## config.mk

```make
export PLATFORM = sky130hd
export DESIGN_NAME = srs_sequencer
export DESIGN_NICKNAME = d
export VERILOG_FILES = /design/src/rtl/srs_pkg.sv /design/src/rtl/srs_sequencer.sv
export VERILOG_INCLUDE_DIRS = /design/src /design/src/rtl
export SDC_FILE = /design/constraint.sdc
export NUM_CORES = 1
export LEC_CHECK = 0
export BUFFER_PORTS_ARGS = -buffer_cell sky130_fd_sc_hd__buf_2
export CORE_MARGIN = 3
export CORE_UTILIZATION = 30
export CTS_BUF_LIST = sky130_fd_sc_hd__clkbuf_4 sky130_fd_sc_hd__clkbuf_8 sky130_fd_sc_hd__clkbuf_16
export DETAILED_ROUTE_END_ITERATION = 8
export SLEW_MARGIN = 10
export SYNTH_ARGS = -nofsm -noshare
export SYNTH_HDL_FRONTEND = slang
export SYNTH_SLANG_ARGS = --single-unit
```

## constraint.sdc

```tcl
create_clock -name clk_sys -period 4.04 [get_ports clk_sys]
set_clock_uncertainty 0.2 [all_clocks]
set_input_delay 1.01 -clock clk_sys [delete_from_list [all_inputs] [get_ports clk_sys]]
set_output_delay 1.01 -clock clk_sys [all_outputs]
set_load 0.02 [all_outputs]
```

## src/rtl/srs_regs.svh

```systemverilog
`ifndef SRS_REGS_SVH
`define SRS_REGS_SVH

// Clock and time base
`define SRS_CLK_HZ 250000000
`define SRS_TB_HZ 420000
// Blanking interval in microseconds
`define SRS_BLANK_US 2380
// Burst: sixteen pulses at 49.4 kHz, frequency in Hz tenths
`define SRS_BURST_PULSES 16
`define SRS_BURST_DHZ 494000
// Time to maximum gain in milliseconds
`define SRS_GAIN_MAX_MS 38
// Number of gain steps above the first
`define SRS_GAIN_STEPS 15
// Time base ticks per transducer half period (420k / 49.4k / 2, rounded)
`define SRS_HALF_TICKS 4
// Time base ticks of blanking (2.38 ms * 420 kHz, rounded up)
`define SRS_BLANK_TICKS 1000
// Time base ticks to maximum gain (38 ms * 420 kHz, rounded down)
`define SRS_GAIN_TICKS 15960
// Half-cycle divide of the system clock for the 420 kHz time base
`define SRS_TB_HALF ((`SRS_CLK_HZ / `SRS_TB_HZ) / 2)

`endif

```

## src/rtl/srs_pkg.sv

```systemverilog
package srs_pkg;

  // Sequencer phases of one ranging cycle
  typedef enum logic [1:0] {
    IDLE,
    BURST,
    LISTEN
  } srs_state_type;

endpackage : srs_pkg

```

## src/rtl/srs_sequencer.sv

```systemverilog
`timescale 1ns/100ps
`include "srs_regs.svh"

module srs_sequencer #(
  parameter int BLANK_TICKS = `SRS_BLANK_TICKS,
  parameter int GAIN_TICKS = `SRS_GAIN_TICKS,
  parameter int TB_HALF = `SRS_TB_HALF,
  parameter int GAIN_W = 4
) (
  // Clock and reset
  input wire logic clk_sys,
  input wire logic resetn,
  // Host control
  input wire logic trigger,
  input wire logic blank_override,
  input wire logic echo_rearm,
  // Receiver
  input wire logic receive_input,
  output logic [GAIN_W-1:0] gainStep,
  // Host results
  output logic returnDetected,
  output logic timebase_out,
  // Transducer
  output logic transducer_drive
);

  // Equal gain steps; any remainder ticks are dropped
  localparam int GAIN_STEP_TICKS = GAIN_TICKS / `SRS_GAIN_STEPS;

  // Cycle phase
  srs_pkg::srs_state_type state_reg, state_next;

  // Time base divider and tick strobe
  logic [15:0] tbDiv_reg, tbDiv_next;
  logic tbClk_reg, tbClk_next;
  logic tick;

  // Trigger edge detect; reset high so a trigger held
  // through reset must fall before it starts a cycle
  logic trigPrev_reg, trigPrev_next;
  logic trigRise;

  // Blanking timer, saturating so it never wraps back
  logic [15:0] cycTick_reg, cycTick_next;
  logic blank_reg, blank_next;

  // Gain schedule: ticks within a step, and the step
  logic [15:0] stepTick_reg, stepTick_next;
  logic [GAIN_W-1:0] gain_reg, gain_next;

  // Burst: ticks within a half period, half periods sent
  logic [2:0] half_reg, half_next;
  logic [5:0] edges_reg, edges_next;
  logic drive_reg, drive_next;

  // Return latch
  logic echo_reg, echo_next;

  // time base divider
  // Free-running, also exported; one tick per full period
  always_comb begin
    tbDiv_next = tbDiv_reg + 16'h0001;
    tbClk_next = tbClk_reg;
    tick = 1'b0;
    if (tbDiv_reg == 16'(TB_HALF - 1)) begin
      tbDiv_next = 16'h0000;
      tbClk_next = ~tbClk_reg;
      tick = ~tbClk_reg;
    end
  end

  assign trigRise = trigger & ~trigPrev_reg;

  // Cycle sequencer: burst, blanking, gain, return latch
  always_comb begin
    state_next = state_reg;
    trigPrev_next = trigger;
    cycTick_next = cycTick_reg;
    stepTick_next = stepTick_reg;
    gain_next = gain_reg;
    half_next = half_reg;
    edges_next = edges_reg;
    drive_next = drive_reg;
    blank_next = blank_reg;
    echo_next = echo_reg;
    case (state_reg)
      srs_pkg::IDLE: begin
        drive_next = 1'b0;
        blank_next = 1'b1;
      end
      srs_pkg::BURST: begin
        // sixteen-pulse burst
        // Drive starts high on the rise, then 31 toggles
        if (tick) begin
          if (half_reg == 3'(`SRS_HALF_TICKS - 1)) begin
            half_next = 3'h0;
            if (edges_reg == 6'(2 * `SRS_BURST_PULSES - 1)) begin
              drive_next = 1'b0;
              state_next = srs_pkg::LISTEN;
            end else begin
              drive_next = ~drive_reg;
              edges_next = edges_reg + 6'h01;
            end
          end else begin
            half_next = half_reg + 3'h1;
          end
        end
      end
      srs_pkg::LISTEN: begin
        drive_next = 1'b0;
      end
      default: state_next = srs_pkg::IDLE;
    endcase
    if (state_reg != srs_pkg::IDLE && tick) begin
      if (cycTick_reg != 16'hffff) begin
        cycTick_next = cycTick_reg + 16'h0001;
      end
      if (cycTick_reg == 16'(BLANK_TICKS - 1)) begin
        blank_next = 1'b0;
      end
      if (gain_reg != GAIN_W'(`SRS_GAIN_STEPS)) begin
        if (stepTick_reg == 16'(GAIN_STEP_TICKS - 1)) begin
          stepTick_next = 16'h0000;
          gain_next = gain_reg + 1'b1;
        end else begin
          stepTick_next = stepTick_reg + 16'h0001;
        end
      end
    end
    // override ends blanking
    // Ignored in idle so it cannot pre-clear blanking
    if (state_reg != srs_pkg::IDLE && blank_override) begin
      blank_next = 1'b0;
    end
    if (state_reg != srs_pkg::IDLE && !blank_reg && !echo_rearm &&
        receive_input) begin
      echo_next = 1'b1;
    end
    // rearm clears, blocks detection
    // Placed after detection so the clear wins
    if (echo_rearm) begin
      echo_next = 1'b0;
    end
    if (!trigger) begin
      state_next = srs_pkg::IDLE;
      echo_next = 1'b0;
      drive_next = 1'b0;
    end
    // each rising trigger starts fresh
    // Placed last so a restart overrides all else
    if (trigRise) begin
      state_next = srs_pkg::BURST;
      cycTick_next = 16'h0000;
      stepTick_next = 16'h0000;
      gain_next = '0;
      half_next = 3'h0;
      edges_next = 6'h00;
      drive_next = 1'b1;
      blank_next = 1'b1;
      echo_next = 1'b0;
    end
  end

  // State registers
  // Synchronous reset puts every group but the trigger edge detect at its idle value
  always_ff @(posedge clk_sys) begin
    if (!resetn) begin
      state_reg <= srs_pkg::IDLE;
      tbDiv_reg <= 16'h0000;
      tbClk_reg <= 1'b0;
      trigPrev_reg <= 1'b1;
      cycTick_reg <= 16'h0000;
      stepTick_reg <= 16'h0000;
      gain_reg <= '0;
      half_reg <= 3'h0;
      edges_reg <= 6'h00;
      drive_reg <= 1'b0;
      blank_reg <= 1'b1;
      echo_reg <= 1'b0;
    end else begin
      state_reg <= state_next;
      tbDiv_reg <= tbDiv_next;
      tbClk_reg <= tbClk_next;
      trigPrev_reg <= trigPrev_next;
      cycTick_reg <= cycTick_next;
      stepTick_reg <= stepTick_next;
      gain_reg <= gain_next;
      half_reg <= half_next;
      edges_reg <= edges_next;
      drive_reg <= drive_next;
      blank_reg <= blank_next;
      echo_reg <= echo_next;
    end
  end

  // Registered outputs
  assign gainStep = gain_reg;
  assign returnDetected = echo_reg;
  assign timebase_out = tbClk_reg;
  assign transducer_drive = drive_reg;

endmodule : srs_sequencer

```

==> impl_metrics.toml <==
[status]
run_status = "finished, final reports clean"

[logic_synthesis]
syn-num-nets = 412
ys_ff_latch = 68
ys_seq_area_share_pct = 40.8
synth-edff-count = 0
syn_inst = 399
yosysWarnings = 0
syn_area_sq_um = 3330
synth_ff_type = "dfxtp_1"
async_reset_ff_share_pct = 0
synthDistinctLibCells = 44
syn_area_per_cell_sq_um = 8.36

[route]
met2_length_um = 3360
drt_wl_total_um = 7310
vias_per_cell = 5.24
wl_per_cell_um = 13.3
dr_wl_met3_um = 231
vias = 2876
drc = 0
wl_met1_um = 3640
first_pass_iters = 4
drt_iter0_drc = 111
ant_nets = 0
top_layer = "met4"

[placement]
dp_slack_ns = 1.13
placed_cells = 534
place.gp.congestion = 0.840
dpl.hpwl_um = 5220
io_buffer_count = 12
postPlaceCellArea_sq_um = 3520

[setup_path]
reg2reg_slack_ns = 1.08
cp_max_fo = 10
crit_slowest_cell = "or4bb_1"
required_ns = 4.10
timing.critical_path.arrival_ns = 3.02
end_kind = "flip-flop"
start_kind = "flip-flop"
critPathMaxStageDelay_ns = 0.57
critPathKind = "flip-flop to flip-flop"
cp_num_cells = 7
reg2reg_depth = 7
cp_top_family = "simple AND/OR/NAND/NOR gates"
cp.buffers_inverters = 1
path_cells = "inv_1, ha_1, or4bb_1, nor4b_1, o211ai_1, or3_1, a21oi_1"

[cells_and_area]
final_layout_size_suffix_gt1_share_pct = 8.96
stdcell_count = 549
layout_common_cells = "68 x dfxtp_1, 46 x nor2_1, 30 x nand2_1"
fill_cells = 1124
diodes = 0
area_growth_pct = 11.4
final_common_cell = "dfxtp_1"
final_nets = 422
utilization_pct = 35.2
finalInstanceArea_sq_um = 3710

[grt]
grt_overflow = 0
grt_pass1_vias = 2702
grt_usage_pct = 12.1
grt_pass1_wl_um = 12600
antenna_found_initial = 0
grt_max_degree = 37

[timing]
fin_tns_setup_ns = 0
fmax_mhz = 338
rsz0062_at_grt = "no"
slew_violations = 0
whs_ns = 0.241
layout_min_cycle_time_ns = 2.96
hold_viol_final = 0
finalSetupViolCount = 0
finalCritPeriodShare_pct = 73.2
worst_slack_ns = 1.08
slew_headroom_pct = 54.4
tightest_slew_ns = 0.681

[power_and_ir_drop]
p_per_area_nw_per_um2 = 335
total_power_mw = 1.24
peakVddDrop_v = 0.000173
p_leak_nw = 1.28

[hold_path]
whs_path_depth = 2
hold_path.class = "flip-flop to flip-flop"

[floorplan]
row_count = 37
coreArea_sq_um = 10600
ios = 13
dieArea_sq_um = 12400
initial_core_util_pct = 31.6
die_y_um = 111
die_w_um = 111

[cts]
numCtsBuffers = 9
post_cts_buffers = 0
cts_hold_repair.buffers = 0
htreeDepth = 3
cts_buffer_depth = 2
clock_latency_ns = 0.33
clock_sinks = 68
clk_pin_slew_ns = 0.07
ctsRootBufferMaster = "clkbuf_8"
cts_resized = 0
cts_tree = "built"

[flow_run]
cap_violations = 0
==> Yosys cell counts (all sizes together), types with 6 or more instances <==
cell	instances	area share (%)
ha	7	2.6
nand3	28	4.2
nor3	12	2.3
and3	8	1.5
nor2	46	5.2
inv	8	0.90
and4	7	1.8
nand4	18	3.4
nand2	30	3.4
or3	17	3.2
dfxtp	68	41
mux2i	6	1.8
xnor2	16	4.2
a21oi	21	3.2
xor2	14	3.7
nor4	10	1.9
or4	8	1.9
o21ai	18	2.7
clkbuf	12	1.4
a31oi	7	1.3
==> worst paths after layout <==
path | start | end
min reg2reg | half_reg[2] | half_reg[2]
max reg2reg | tbDiv_reg[0] | cycTick_reg[4]
max | tbDiv_reg[0] | cycTick_reg[4]
min | half_reg[2] | half_reg[2]
==> report_power, final <==
group          internal (mW)  leakage [nW]  switching [mW]
sequential             0.674         0.549         0.00463
clock                  0.293         0.102           0.240
combinational        0.00965         0.629          0.0222
total                  0.977          1.28           0.267
==> area by class of cell <==
| cell class | count | area, sq um | share of cell area, % |
|---|---|---|---|
| Sequential cell | 68 | 1360 | 36.7 |
| Timing Repair Buffer | 13 | 67.6 | 1.82 |
| Inverter | 8 | 30.0 | 0.809 |
| Clock inverter | 1 | 5.00 | 0.135 |
| Clock buffer | 14 | 186 | 5.02 |
| Multi-Input combinational cell | 309 | 1890 | 51.0 |
| Tap cell | 136 | 170 | 4.58 |
==> per-layer routing <==
metal	vias up	GRT usage, %
met5	-	0
met4	0	4.30
met3	4	3.32
met2	36	19.1
met1	1360	15.9
li1	1476	-
==> kinds of logic after synthesis <==
group | Yosys count | synth area share, %
flops | 68 | 40.8
compound gates | 58 | 10.2
buf+inv | 22 | 2.51
mux | 6 | 1.80
xor+xnor | 30 | 7.88
simple gates | 208 | 34.2
fa+ha+maj | 7 | 2.63
==> worst reg2reg max path: stages (launching register included) <==
cell      delay, ns
dfxtp_1        0.34
inv_1          0.07
ha_1           0.13
or4bb_1        0.57
nor4b_1        0.57
o211ai_1       0.43
or3_1          0.46
a21oi_1        0.14
Note: power is estimated with default switching activity, not from simulation.
